===== src/rtl/rtd_regs.svh =====
`ifndef RTD_REGS_SVH
`define RTD_REGS_SVH
// Register byte offsets
`define RTD_OFS_CMD     5'h00
`define RTD_OFS_ARG0    5'h04
`define RTD_OFS_ARG1    5'h08
`define RTD_OFS_STATUS  5'h0C
`define RTD_OFS_RESP    5'h10
`define RTD_OFS_DIR     5'h14
// Command word fields
`define RTD_CMD_OP_LSB   0
`define RTD_CMD_MASK_LSB 4
`define RTD_CMD_AXIS_LSB 8
`define RTD_CMD_TBL_LSB  12
`define RTD_CMD_IDX_LSB  16
// Status word fields
`define RTD_ST_BUSY      0
`define RTD_ST_OPEN      1
`define RTD_ST_TBL_LSB   2
`define RTD_ST_REFUSED   5
`define RTD_ST_EMPTY     6
`define RTD_ST_VALID     7
// Reset values and limits
`define RTD_DECEL_RST   23'h03_0D40
`define RTD_ACCEL_RST   23'h03_0D40
`define RTD_RATE_MAX    23'h7A_1200
`define RTD_FRAC_ONE    16'h8000
`define RTD_MAX_PTS     5'h19
`define RTD_TABLES      3'h4
`endif


===== src/rtl/rtd_pkg.sv =====
package rtd_pkg;
  typedef enum logic [3:0] {
    OP_NOP        = 4'h0,
    OP_TBL_BEGIN  = 4'h1,
    OP_BKPT_DEF   = 4'h2,
    OP_TBL_END    = 4'h3,
    OP_ENTRY_Q    = 4'h4,
    OP_SIZE_Q     = 4'h5,
    OP_DIR_INVERT = 4'h6,
    OP_DIR_NORMAL = 4'h7,
    OP_DIR_Q      = 4'h8,
    OP_DECEL_SET  = 4'h9,
    OP_ACCEL_SET  = 4'hA,
    OP_DECEL_Q    = 4'hB,
    OP_ASYM_GO    = 4'hC,
    OP_MOVE_GO    = 4'hD
  } rtd_op_type;
  typedef enum logic [1:0] {
    ST_IDLE = 2'b00,
    ST_EXEC = 2'b01,
    ST_MEM  = 2'b11
  } rtd_state_type;
endpackage


===== src/rtl/rtd_mem_if.sv =====
`timescale 1ns/1ps
interface rtd_mem_if #(parameter int AW = 7, parameter int DW = 32);
  logic          we;
  logic [AW-1:0] waddr;
  logic [DW-1:0] wdata;
  logic [AW-1:0] raddr;
  logic [DW-1:0] rdata;
  modport ctl (output we, waddr, wdata, raddr, input rdata);
  modport mem (input we, waddr, wdata, raddr, output rdata);
endinterface


===== src/rtl/rtd_ramp_mem.sv =====
`timescale 1ns/1ps
module rtd_ramp_mem #(
  parameter int AW = 7,
  parameter int DW = 32
) (
  input  wire logic I_REF_CLK, // Clock
  rtd_mem_if.mem    bus        // Table storage port
);
  logic [DW-1:0] mem_q [2**AW];
  logic [DW-1:0] rdata_ff;

  // No reset: contents only matter below each table's stored size
  always_ff @(posedge I_REF_CLK) begin
    if (bus.we) begin
      mem_q[bus.waddr] <= bus.wdata;
    end
  end

  always_ff @(posedge I_REF_CLK) begin
    rdata_ff <= mem_q[bus.raddr];
  end

  assign bus.rdata = rdata_ff;
endmodule // rtd_ramp_mem


===== src/rtl/rtd_ramp_dir_decel.sv =====
// Local design decisions: the register addresses and the Avalon-MM register port.
`timescale 1ns/1ps
`include "rtd_regs.svh"
// Function
// - At most 25 breakpoints per table
// - Breakpoint fractions 0.0 to 1.0, accel then velocity
// - End command closes the open definition
// - Begin takes table 1..4, replaces old table
// - While open only breakpoint and end accepted
// - Entry query returns breakpoint, or empty marker
// - Direction low positive, high negative by default
// - Invert sets inverted direction polarity of addressed axes
// - Normalize restores default polarity of addressed axes
// - Clear mask bit leaves that axis unchanged
// - Polarity query reports normal or inverted
// - Decel rate used only by asymmetric start
// - Decel resets to 200000, follows accel set
// - Decel rate limited to 1..8000000
// - Decel query returns rate of asymmetric start
// - Size query returns stored breakpoint count
module rtd_ramp_dir_decel #(
  parameter int AXES   = 4,
  parameter int RATE_W = 23,
  parameter int FRAC_W = 16
) (
  input  wire logic              I_REF_CLK,          // 40 MHz clock
  input  wire logic              I_SRST,             // Sync reset, high
  input  wire logic [4:0]        I_AVS_ADDRESS,      // Byte address
  input  wire logic              I_AVS_READ,         // Read request
  input  wire logic              I_AVS_WRITE,        // Write request
  input  wire logic [31:0]       I_AVS_WRITEDATA,    // Write data
  input  wire logic [3:0]        I_AVS_BYTEENABLE,   // Byte lanes
  output logic      [31:0]       O_AVS_READDATA,     // Read data
  output logic                   O_AVS_WAITREQUEST,  // Stall
  input  wire logic [AXES-1:0]   I_AXIS_NEG,         // Axis moving negative
  output logic      [AXES-1:0]   O_DIR,              // Direction outputs
  output logic                   O_MOVE_GO,          // Move start pulse
  output logic      [1:0]        O_MOVE_AXIS,        // Axis of the move
  output logic                   O_MOVE_ASYM,        // Asymmetric start
  output logic      [RATE_W-1:0] O_MOVE_DECEL        // Ramp-down rate
);
  localparam int TW = 2;
  localparam int MAW = TW + 5;

  ////////////////////////////////////////////////////////////////
  function automatic logic tbl_ok(input logic [2:0] t);
    return (t != 3'h0) && (t <= `RTD_TABLES);
  endfunction

  function automatic logic rate_ok(input logic [31:0] r);
    return (r != 32'h0000_0000) && (r <= {9'h000, `RTD_RATE_MAX});
  endfunction

  ////////////////////////////////////////////////////////////////
  rtd_pkg::rtd_state_type state_ff;
  logic [31:0]        cmd_ff;
  logic [31:0]        arg0_ff;
  logic [31:0]        arg1_ff;
  logic [31:0]        resp_ff;
  logic [31:0]        rd_data_ff;
  logic               rd_ack_ff;
  logic               refused_ff;
  logic               resp_valid_ff;
  logic               resp_empty_ff;
  logic               def_open_ff;
  logic [2:0]         open_tbl_ff;
  logic [4:0]         pt_cnt_ff;
  logic [4:0]         size_ff [4];
  logic [AXES-1:0]    inv_ff;
  logic [AXES-1:0]    dir_ff;
  logic [RATE_W-1:0]  decel_ff [AXES];
  logic [RATE_W-1:0]  accel_ff [AXES];
  logic               go_ff;
  logic [1:0]         go_axis_ff;
  logic               go_asym_ff;
  logic [RATE_W-1:0]  go_rate_ff;

  rtd_pkg::rtd_op_type op;
  logic [AXES-1:0]     mask;
  logic [1:0]          axis;
  logic [2:0]          tbl;
  logic [1:0]          tix;
  logic [1:0]          otix;
  logic [4:0]          idx;
  logic [FRAC_W-1:0]   acc_frac;
  logic [FRAC_W-1:0]   vel_frac;
  logic                exec;
  logic                ok;
  logic                cmd_go;
  logic                wr_cmd;
  logic [31:0]         wmask;

  rtd_mem_if #(.AW(MAW), .DW(32)) mem_bus ();

  rtd_ramp_mem #(.AW(MAW), .DW(32)) u_mem (
    .I_REF_CLK (I_REF_CLK),
    .bus       (mem_bus.mem)
  );

  assign op       = rtd_pkg::rtd_op_type'(cmd_ff[`RTD_CMD_OP_LSB +: 4]);
  assign mask     = cmd_ff[`RTD_CMD_MASK_LSB +: AXES];
  assign axis     = cmd_ff[`RTD_CMD_AXIS_LSB +: 2];
  assign tbl      = cmd_ff[`RTD_CMD_TBL_LSB +: 3];
  assign idx      = cmd_ff[`RTD_CMD_IDX_LSB +: 5];
  assign tix      = 2'(tbl - 3'h1);
  assign otix     = 2'(open_tbl_ff - 3'h1);
  assign acc_frac = arg0_ff[FRAC_W-1:0];
  assign vel_frac = arg1_ff[FRAC_W-1:0];
  assign exec     = (state_ff == rtd_pkg::ST_EXEC);

  ////////////////////////////////////////////////////////////////
  // Bus slave: reads take one wait cycle so read data is registered
  assign wr_cmd = I_AVS_WRITE && (I_AVS_ADDRESS == `RTD_OFS_CMD);
  assign cmd_go = wr_cmd && (state_ff == rtd_pkg::ST_IDLE);
  assign O_AVS_WAITREQUEST = (I_AVS_READ && !rd_ack_ff) ||
                             (wr_cmd && (state_ff != rtd_pkg::ST_IDLE));
  assign O_AVS_READDATA = rd_data_ff;

  genvar gb;
  generate
    for (gb = 0; gb < 4; gb++) begin : g_be
      assign wmask[gb*8 +: 8] = {8{I_AVS_BYTEENABLE[gb]}};
    end
  endgenerate

  always_ff @(posedge I_REF_CLK) begin
    if (I_SRST) begin
      rd_ack_ff <= 1'b0;
    end else begin
      rd_ack_ff <= I_AVS_READ && !rd_ack_ff;
    end
  end

  always_ff @(posedge I_REF_CLK) begin
    if (I_SRST) begin
      rd_data_ff <= 32'h0000_0000;
    end else if (I_AVS_READ && !rd_ack_ff) begin
      case (I_AVS_ADDRESS)
        `RTD_OFS_CMD:    rd_data_ff <= cmd_ff;
        `RTD_OFS_ARG0:   rd_data_ff <= arg0_ff;
        `RTD_OFS_ARG1:   rd_data_ff <= arg1_ff;
        `RTD_OFS_STATUS: rd_data_ff <= {24'h00_0000, resp_valid_ff,
                                        resp_empty_ff, refused_ff, open_tbl_ff,
                                        def_open_ff, state_ff != rtd_pkg::ST_IDLE};
        `RTD_OFS_RESP:   rd_data_ff <= resp_ff;
        `RTD_OFS_DIR:    rd_data_ff <= 32'(inv_ff);
        default:         rd_data_ff <= 32'h0000_0000;
      endcase
    end
  end

  always_ff @(posedge I_REF_CLK) begin
    if (I_SRST) begin
      cmd_ff  <= 32'h0000_0000;
      arg0_ff <= 32'h0000_0000;
      arg1_ff <= 32'h0000_0000;
    end else begin
      if (cmd_go) begin
        cmd_ff <= I_AVS_WRITEDATA;
      end
      if (I_AVS_WRITE && I_AVS_ADDRESS == `RTD_OFS_ARG0) begin
        arg0_ff <= (arg0_ff & ~wmask) | (I_AVS_WRITEDATA & wmask);
      end
      if (I_AVS_WRITE && I_AVS_ADDRESS == `RTD_OFS_ARG1) begin
        arg1_ff <= (arg1_ff & ~wmask) | (I_AVS_WRITEDATA & wmask);
      end
    end
  end

  ////////////////////////////////////////////////////////////////
  // Command sequencer
  always_ff @(posedge I_REF_CLK) begin
    if (I_SRST) begin
      state_ff <= rtd_pkg::ST_IDLE;
    end else begin
      case (state_ff)
        rtd_pkg::ST_IDLE: if (cmd_go) state_ff <= rtd_pkg::ST_EXEC;
        rtd_pkg::ST_EXEC: begin
          if (ok && op == rtd_pkg::OP_ENTRY_Q) state_ff <= rtd_pkg::ST_MEM;
          else state_ff <= rtd_pkg::ST_IDLE;
        end
        default: state_ff <= rtd_pkg::ST_IDLE;
      endcase
    end
  end

  // Legality of the command in the execute cycle
  always_comb begin
    ok = 1'b0;
    if (def_open_ff && op != rtd_pkg::OP_BKPT_DEF && op != rtd_pkg::OP_TBL_END) begin
      ok = 1'b0;
    end else begin
      case (op)
        rtd_pkg::OP_TBL_BEGIN:  ok = tbl_ok(tbl);
        rtd_pkg::OP_BKPT_DEF:   ok = def_open_ff && (pt_cnt_ff < `RTD_MAX_PTS) &&
                                     (acc_frac <= `RTD_FRAC_ONE) &&
                                     (vel_frac <= `RTD_FRAC_ONE);
        rtd_pkg::OP_TBL_END:    ok = def_open_ff;
        rtd_pkg::OP_ENTRY_Q:    ok = tbl_ok(tbl) && (idx != 5'h00) &&
                                     (idx <= `RTD_MAX_PTS);
        rtd_pkg::OP_SIZE_Q:     ok = tbl_ok(tbl);
        rtd_pkg::OP_DECEL_SET,
        rtd_pkg::OP_ACCEL_SET:  ok = rate_ok(arg0_ff);
        rtd_pkg::OP_DIR_INVERT,
        rtd_pkg::OP_DIR_NORMAL,
        rtd_pkg::OP_DIR_Q,
        rtd_pkg::OP_DECEL_Q,
        rtd_pkg::OP_ASYM_GO,
        rtd_pkg::OP_MOVE_GO:    ok = 1'b1;
        default:                ok = 1'b0;
      endcase
    end
  end

  // Refused flag: a new refusal wins over a clear in the same cycle
  always_ff @(posedge I_REF_CLK) begin
    if (I_SRST) begin
      refused_ff <= 1'b0;
    end else if (exec && !ok) begin
      refused_ff <= 1'b1;
    end else if (I_AVS_WRITE && I_AVS_ADDRESS == `RTD_OFS_STATUS &&
                 I_AVS_WRITEDATA[`RTD_ST_REFUSED]) begin
      refused_ff <= 1'b0;
    end
  end

  ////////////////////////////////////////////////////////////////
  // Table definition
  always_ff @(posedge I_REF_CLK) begin
    if (I_SRST) begin
      def_open_ff <= 1'b0;
      open_tbl_ff <= 3'h0;
      pt_cnt_ff   <= 5'h00;
      for (int t = 0; t < 4; t++) size_ff[t] <= 5'h00;
    end else if (exec && ok) begin
      case (op)
        rtd_pkg::OP_TBL_BEGIN: begin
          def_open_ff  <= 1'b1;
          open_tbl_ff  <= tbl;
          pt_cnt_ff    <= 5'h00;
          size_ff[tix] <= 5'h00;
        end
        rtd_pkg::OP_BKPT_DEF: begin
          pt_cnt_ff     <= pt_cnt_ff + 5'h01;
          size_ff[otix] <= pt_cnt_ff + 5'h01;
        end
        rtd_pkg::OP_TBL_END: begin
          def_open_ff <= 1'b0;
          open_tbl_ff <= 3'h0;
        end
        default: ;
      endcase
    end
  end

  // Velocity order is the host's duty and is stored unchecked
  assign mem_bus.we    = exec && ok && (op == rtd_pkg::OP_BKPT_DEF);
  assign mem_bus.waddr = {otix, pt_cnt_ff};
  assign mem_bus.wdata = {vel_frac, acc_frac};
  assign mem_bus.raddr = {tix, 5'(idx - 5'h01)};

  ////////////////////////////////////////////////////////////////
  // Query answers
  always_ff @(posedge I_REF_CLK) begin
    if (I_SRST) begin
      resp_ff       <= 32'h0000_0000;
      resp_valid_ff <= 1'b0;
      resp_empty_ff <= 1'b0;
    end else if (cmd_go) begin
      resp_valid_ff <= 1'b0;
    end else if (state_ff == rtd_pkg::ST_MEM) begin
      resp_valid_ff <= 1'b1;
      resp_empty_ff <= (idx > size_ff[tix]);
      resp_ff <= (idx > size_ff[tix]) ? 32'h0000_0000 : mem_bus.rdata;
    end else if (exec && ok) begin
      resp_empty_ff <= 1'b0;
      case (op)
        rtd_pkg::OP_SIZE_Q: begin
          resp_ff       <= 32'(size_ff[tix]);
          resp_valid_ff <= 1'b1;
        end
        rtd_pkg::OP_DIR_Q: begin
          resp_ff       <= 32'(inv_ff[axis]);
          resp_valid_ff <= 1'b1;
        end
        rtd_pkg::OP_DECEL_Q: begin
          resp_ff       <= 32'(decel_ff[axis]);
          resp_valid_ff <= 1'b1;
        end
        default: ;
      endcase
    end
  end

  ////////////////////////////////////////////////////////////////
  // Direction polarity per axis
  always_ff @(posedge I_REF_CLK) begin
    if (I_SRST) begin
      inv_ff <= '0;
    end else if (exec && ok && op == rtd_pkg::OP_DIR_INVERT) begin
      inv_ff <= inv_ff | mask;
    end else if (exec && ok && op == rtd_pkg::OP_DIR_NORMAL) begin
      inv_ff <= inv_ff & ~mask;
    end
  end

  always_ff @(posedge I_REF_CLK) begin
    if (I_SRST) begin
      dir_ff <= '0;
    end else begin
      dir_ff <= I_AXIS_NEG ^ inv_ff;
    end
  end

  assign O_DIR = dir_ff;

  ////////////////////////////////////////////////////////////////
  // Rates per axis
  always_ff @(posedge I_REF_CLK) begin
    if (I_SRST) begin
      for (int a = 0; a < AXES; a++) begin
        decel_ff[a] <= `RTD_DECEL_RST;
        accel_ff[a] <= `RTD_ACCEL_RST;
      end
    end else if (exec && ok && op == rtd_pkg::OP_ACCEL_SET) begin
      accel_ff[axis] <= arg0_ff[RATE_W-1:0];
      decel_ff[axis] <= arg0_ff[RATE_W-1:0];
    end else if (exec && ok && op == rtd_pkg::OP_DECEL_SET) begin
      decel_ff[axis] <= arg0_ff[RATE_W-1:0];
    end
  end

  // Move start: only the asymmetric start ramps down at the decel rate
  always_ff @(posedge I_REF_CLK) begin
    if (I_SRST) begin
      go_ff      <= 1'b0;
      go_axis_ff <= 2'h0;
      go_asym_ff <= 1'b0;
      go_rate_ff <= '0;
    end else begin
      go_ff <= exec && (op == rtd_pkg::OP_ASYM_GO || op == rtd_pkg::OP_MOVE_GO) && ok;
      if (exec && ok && op == rtd_pkg::OP_ASYM_GO) begin
        go_axis_ff <= axis;
        go_asym_ff <= 1'b1;
        go_rate_ff <= decel_ff[axis];
      end else if (exec && ok && op == rtd_pkg::OP_MOVE_GO) begin
        go_axis_ff <= axis;
        go_asym_ff <= 1'b0;
        go_rate_ff <= accel_ff[axis];
      end
    end
  end

  assign O_MOVE_GO    = go_ff;
  assign O_MOVE_AXIS  = go_axis_ff;
  assign O_MOVE_ASYM  = go_asym_ff;
  assign O_MOVE_DECEL = go_rate_ff;
endmodule // rtd_ramp_dir_decel


===== config.mk =====
export PLATFORM = sky130hd
export DESIGN_NAME = rtd_ramp_dir_decel
export DESIGN_NICKNAME = d
export VERILOG_FILES = /design/src/rtl/rtd_pkg.sv /design/src/rtl/rtd_mem_if.sv /design/src/rtl/rtd_ramp_mem.sv /design/src/rtl/rtd_ramp_dir_decel.sv
export VERILOG_INCLUDE_DIRS = /design/src /design/src/rtl
export SDC_FILE = /design/constraint.sdc
export NUM_CORES = 2
export LEC_CHECK = 0
export BUFFER_PORTS_ARGS = -buffer_cell sky130_fd_sc_hd__buf_2
export CORE_AREA = 2 2 545 547
export DETAILED_ROUTE_END_ITERATION = 16
export DIE_AREA = 0 0 547 549
export GPL_ROUTABILITY_DRIVEN = 0
export MAX_ROUTING_LAYER = met4
export PLACE_DENSITY = 0.76
export SLEW_MARGIN = 20
export SYNTH_ARGS = -nofsm -noshare
export SYNTH_HDL_FRONTEND = slang
export SYNTH_MEMORY_MAX_BITS = 65536
export SYNTH_SLANG_ARGS = --single-unit

===== constraint.sdc =====
create_clock -name I_REF_CLK -period 14.7 [get_ports I_REF_CLK]
set_input_delay 2.205 -clock I_REF_CLK [delete_from_list [all_inputs] [get_ports I_REF_CLK]]
set_output_delay 2.205 -clock I_REF_CLK [all_outputs]
set_load 0.005 [all_outputs]

Word-level counts from Yosys, hierarchy flattened
Memories as Yosys holds them, arrays and structs flattened. A register that Yosys moved wholly into a read port is not among the register bits.
Index checks and enable logic that the tools add are counted.
{"block": "word_totals", "mem_count": 4, "ramBits": 4300, "output_inout_bits": 64, "register_bits": 210, "in_bits": 49}
{"block": "op_classes", "add_sub_neg": 4, "n_bitwise": 12, "order_cmp": 8, "muxes": 66, "reduce_logical": 61, "eq_ne": 23}
{"name": "u_mem.mem_q", "depth": 128, "word_bits": 32, "rd": 1, "rd_clocked_by_memory_dff": 1, "write_ports": 1, "line_no": "rtd_ramp_mem.sv:9", "rtl": "logic [DW-1:0] mem_q [2**AW];"}
{"name": "accel_ff", "depth": 4, "word_bits": 23, "rd": 1, "rd_clocked_by_memory_dff": 1, "write_ports": 4, "line_no": "rtd_ramp_dir_decel.sv:72", "rtl": "logic [RATE_W-1:0] accel_ff [AXES];"}
{"name": "decel_ff", "depth": 4, "word_bits": 23, "rd": 1, "rd_clocked_by_memory_dff": 1, "write_ports": 4, "line_no": "rtd_ramp_dir_decel.sv:71", "rtl": "logic [RATE_W-1:0] decel_ff [AXES];"}
{"name": "size_ff", "depth": 4, "word_bits": 5, "rd": 1, "rd_clocked_by_memory_dff": 0, "write_ports": 4, "line_no": "rtd_ramp_dir_decel.sv:68", "rtl": "logic [4:0] size_ff [4];"}
{"operator": "one-hot mux 32 bit (6 select lines)", "count": 1}
{"operator": "two-way mux 23 bit", "count": 5}
{"operator": "bitwise AND 32 bit", "count": 3}
{"operator": "two-way mux 32 bit", "count": 3}
{"operator": "one-hot mux 32 bit (3 select lines)", "count": 1}
{"operator": "OR 32 bit", "count": 2}
{"operator": "OR reduction 23 bit", "count": 2}
{"operator": "two-way mux 1 bit", "count": 34}
{"operator": "less-or-equal comparator 16 bit, second input constant", "count": 2}
{"operator": "less-or-equal comparator 32 x 23 -> 1 bit, second input constant", "count": 1}
{"operator": "inverter 32 bit", "count": 1}
{"operator": "nonzero test 32 bit", "count": 1}
{"operator": "logical AND 1 bit", "count": 29}
{"operator": "equality test 4 bit, second input constant", "count": 6}
{"operator": "two-way mux 2 bit", "count": 12}
{"operator": "equality test 4 x 3 -> 1 bit, second input constant", "count": 4}
{"operator": "nonzero test 2 bit", "count": 8}
{"operator": "equality test 5 x 4 -> 1 bit, second input constant", "count": 2}
{"operator": "equality test 5 bit, second input constant", "count": 2}
{"operator": "two-way mux 5 bit", "count": 2}
{"operator": "one-hot mux 5 bit (2 select lines)", "count": 1}
{"operator": "OR reduction 5 bit", "count": 2}
{"operator": "equality test 4 x 2 -> 1 bit, second input constant", "count": 2}
{"operator": "two-way mux 4 bit", "count": 2}
{"operator": "other kinds (37)", "count": 46}

Longest topological paths before layout
{"block": "logic_depth", "depth_word": 15, "mapped_depth": 17, "depth_no_buf": 11}

Cells and area by module
Synthesis repeated with hierarchy kept, for this count alone.
{"block": "unflattened", "hier_cells": 7755, "hier_area_um2": 174892.7}
{"module": "rtd_ramp_mem", "instances": 1, "cells_each": 5990, "area_per_inst_um2": 156276.1}
{"module": "rtd_ramp_dir_decel", "instances": 1, "cells_each": 1765, "area_per_inst_um2": 18616.6}

Least setup slack after synthesis
OpenSTA, ideal clock, no wires.
{"block": "synth_path", "kind": "reg-to-reg", "from": "reg (tool-made name)", "to": "mem u_mem.mem_q[5][0] (enable)", "arrival_ps": 6555, "setup_slack_ps": 7644, "period_less_slack_ps": 7056, "setup_time_ps": 502, "stages_incl_launch_ff": 9, "n_path_buf": 2, "cell_sequence": "dfxtp_1 > and2_1 > nand4_1 > nor4_1 > o221a_2 > o211ai_1 > clkbuf_1 > clkbuf_1 > nor4_1"}
{"element": "end, declared", "line_no": "rtd_ramp_mem.sv:9"}

Worst setup path in the final report
{"block": "layout_path", "from": "reg cmd_ff[16]", "to": "reg u_mem.rdata_ff[4] (netlist: u_mem.bus.rdata[4]) (read register of u_mem.mem_q)"}
{"block": "layout_between", "elab_chain_cells": 1}
{"element": "start, declared", "line_no": "rtd_ramp_dir_decel.sv:56", "rtl": "logic [31:0] cmd_ff;"}
{"element": "start signal, assigned", "line_no": "rtd_ramp_dir_decel.sv:154", "rtl": "cmd_ff <= 32'h0000_0000;"}
{"element": "start signal, assigned", "line_no": "rtd_ramp_dir_decel.sv:159", "rtl": "cmd_ff <= I_AVS_WRITEDATA;"}
{"element": "subtractor 5 x 1 -> 5 bit", "line_no": "rtd_ramp_dir_decel.sv:260", "rtl": "assign mem_bus.raddr = {tix, 5'(idx - 5'h01)};"}
{"element": "end, declared", "line_no": "rtd_ramp_mem.sv:10", "rtl": "logic [DW-1:0] rdata_ff;"}
Every way passes these cells.
A chain may end at the register's enable or synchronous reset.

==> run_results.csv <==
group,metric,value,unit
synth,synth_area,0.176,mm2
placed_design,place_hpwl,267,mm
worst_setup_path,endpoint_kind,"flop",
drt,routed_via_density,6.63,
grt,grt_pass1_vias,95240,
pwr,internal_power,0.0206,W
placed_design,io_buffers,112,
worst_setup_path,max_stage_delay,0.91,ns
synth,synth-seq-area-share,76.0,%
drt,wl_per_cell,33.2,um
sta,fin_skew,0.0475,ns
pwr,p_switching,0.00523,W
drt,antenna_left,0,
clock_tree,htreeDepth,5,
worst_setup_path,crit_required,15.54,ns
min_path,hp-class,"flop to flop",
final_layout,final_cell_mix,"4300 x edfxtp_1, 1076 x mux4_2, 896 x conb_1",
clock_tree,cts-root-buf,"clkbuf_16",
synth,synth-edff-count,4300,
worst_setup_path,start_kind,"flop",
worst_setup_path,crit_chain,"buf_4 > buf_12 > buf_6 > buf_4 > buf_12 > buf_4 > mux4_2 > nand2_1 > a21oi_1 > or4_1 > or4_1",
worst_setup_path,worstPathMaxFanout,92,
clock_tree,insertion_delay,0.99,ns
grt,grt_pass1_wl,681,mm
drt,drt-total-wl,480,mm
final_layout,final_util,68.0,%
drt,vias,95857,
clock_tree,post-cts-setup-buffers,0,
clock_tree,ctsResizeCount,0,
pwr,ir_worst_vdd,141,uV
final_layout,drive_gt1_share,23.4,%
clock_tree,cts-hold-fix-buffers,0,
floorplanning,initial_core_util,59.7,%
grt,track_usage,33.0,%
synth,async_reset_ff_share,0,%
grt,antenna_found_initial,48,
worst_setup_path,critPathArrivalTime,8.46,ns
sta,period_share,51.8,%
pwr,pwr-share-comb,1.7,%
drt,first_iter_violations,15295,
clock_tree,cts_sinks,4544,
synth,ys_warn_count,0,
clock_tree,clkTransAtPathRegs,0.07,ns
pwr,leakagePower,58.5,nW
sta,fmax,131,MHz
sta,fin_tns_setup,0,ns
sta,rsz0062_at_grt,"false",
sta,worst_pin_slew,1.25,ns
final_layout,fin_area,0.201,mm2
sta,drv_slew,0,
sta,setup-violations-final,0,
pwr,p_sw_share,20.2,%
final_layout,area_delta_synth_final,13.8,%
worst_setup_path,crit_path_top_delay_cell,"buf_4",
placed_design,dpl_cell_area,0.186,mm2
sta,max-slew-margin-rel,16.4,%
grt,gr-total-overflow,0,
floorplanning,rows,200,
pwr,clkPwrFrac,43.3,%
floorplanning,io_pins,113,
sta,hold_viol,0,
status,status,"complete, no violations",
synth,synthFlopType,"edfxtp_1",
drt,drc,0,
clock_tree,numCtsBuffers,436,
worst_setup_path,path_common_cell,"buf_4",
pwr,pwr-share-seq,55.0,%
floorplanning,die_y,549,um
floorplanning,core,0.295,mm2
clock_tree,clk_path_buf_depth,4,
floorplanning,die_area,0.300,mm2
pwr,powerDensity,129,mW/mm2
grt,grt_max_degree,153,
synth,ys_ff_latch,4544,
final_layout,fin_nets,10116,
flow_run,drv_cap,0,
final_layout,final_common_cell,"edfxtp_1",
sta,period_minus_slack,7.62,ns
floorplanning,die_w,547,um
synth,avgSynthCellArea,19.8,um2
drt,first_pass_iters,8,
synth,syn_inst,8916,
worst_setup_path,critical_path_class,"flop to flop",
synth,yosysUniqueCellTypes,74,
clock_tree,cts_tree,"yes",
-- worst max-delay path: cells and delay by family, from the launching register on --
kind,cells,cell delay [ns]
compound gates,1,0.07
buf+inv,6,4.60
flops,1,0.74
mux,1,0.61
simple gates,3,1.13
-- layout make-up --
cell class	count	area, um2
sequential	4544	134000
fill	17852	94500
multi-input combinational	4659	44100
clock buffer	569	11800
tap	3939	4930
timing repair buffer	388	2880
clock inverter	243	2440
antenna	82	205
inverter	24	90.1
-- through the flow --
stage / setup slack (ns) / std cells / hold slack [ns] / total power [W]
after floorplan: 7.64 / 9811 / 0.435 / 0.0147
after global placement: 6.68 / 13544 / 0.443 / 0.0149
after detailed placement: 6.64 / 13547 / 0.451 / 0.0149
after CTS: 6.56 / 14359 / 0.460 / 0.0258
after global routing: 6.42 / 14436 / 0.477 / 0.0264
final: 7.08 / 14448 / 0.459 / 0.0258
-- synthesized netlist by cell type, drive strengths merged (4+ instances only) --
library cell / count / area [um2]
a2111oi: 36 / 355
a211oi: 9 / 67.6
a21oi: 361 / 1810
a221o: 24 / 240
a221oi: 7 / 61.3
a222oi: 8 / 80.1
a22o: 6 / 52.6
a22oi: 192 / 1440
a32o: 64 / 641
a32oi: 18 / 158
and2: 41 / 257
and3: 132 / 826
buf: 221 / 1070
clkbuf: 363 / 1360
dfxtp: 244 / 4880
edfxtp: 4300 / 129000
ha: 14 / 175
inv: 22 / 82.6
mux2: 149 / 1680
mux2i: 46 / 460
mux4: 1076 / 24200
nand2: 889 / 3340
nand2b: 22 / 138
nand3: 48 / 240
nand4: 5 / 31.3
nor2: 232 / 878
nor2b: 31 / 194
nor3: 68 / 340
nor3b: 5 / 42.5
nor4: 70 / 438
nor4b: 6 / 52.6
o211ai: 5 / 37.5
o21ai: 39 / 195
o22ai: 32 / 200
o31ai: 11 / 82.6
o32ai: 4 / 35.0
or3: 8 / 50.1
or4: 65 / 488
xnor2: 7 / 61.3
xor2: 5 / 43.8
-- final timing paths --
path,from,endpoint,slack (ns),cells after the start
setup / recovery,cmd_ff[16]$_SDFFE_PP0P_,u_mem.bus.rdata[4]$_DFF_P_,7.08,11
setup reg to reg,cmd_ff[16]$_SDFFE_PP0P_,u_mem.bus.rdata[4]$_DFF_P_,7.08,11
hold reg to reg,cmd_ff[25]$_SDFFE_PP0P_,cmd_ff[25]$_SDFFE_PP0P_,0.46,2
hold / removal,cmd_ff[25]$_SDFFE_PP0P_,cmd_ff[25]$_SDFFE_PP0P_,0.46,2
-- registers in the layout, indices dropped and copies added (netlist names), 23 cells and up, named ones only --
register         flops
O_AVS_READDATA      32
O_MOVE_DECEL        23
accel_ff            92
cmd_ff              32
decel_ff            92
resp_ff             32
u_mem.bus.rdata     32
u_mem.mem_q       4096
-- power by group through the flow --
stage | Clock [W] | Combinational (W) | Sequential, W
6_report | 0.0112 | 0.000434 | 0.0142
5_1_grt | 0.0117 | 0.000458 | 0.0142
4_1_cts | 0.0112 | 0.000412 | 0.0142
3_5_place_dp | 0 | 0.000407 | 0.0145
3_3_place_gp | 0 | 0.000401 | 0.0145
2_1_floorplan | 0 | 0.000264 | 0.0144
-- routing by layer --
layer / track usage (%) / vias to the layer above / routed length, um
li1: - / 37981 / -
met2: 49.0 / 7177 / 223000
met1: 41.3 / 49451 / 161000
met3: 10.8 / 1248 / 68600
met5: - / - / 0
met4: 16.3 / 0 / 27900
-- cell families after synthesis --
logic type                 after synthesis  synth area share, %
muxes                                 1271                 15.0
and+or+nand+nor                       1629                 4.18
adders and majority gates               14               0.0994
xor gates and xnor gates                12               0.0596
buffers and inverters                  608                 1.43
DFF                                   4544                 76.0
other                                    1              0.00213
AOI/OAI and AO/OA                      837                 3.21
(Power assumes the default switching activity.)
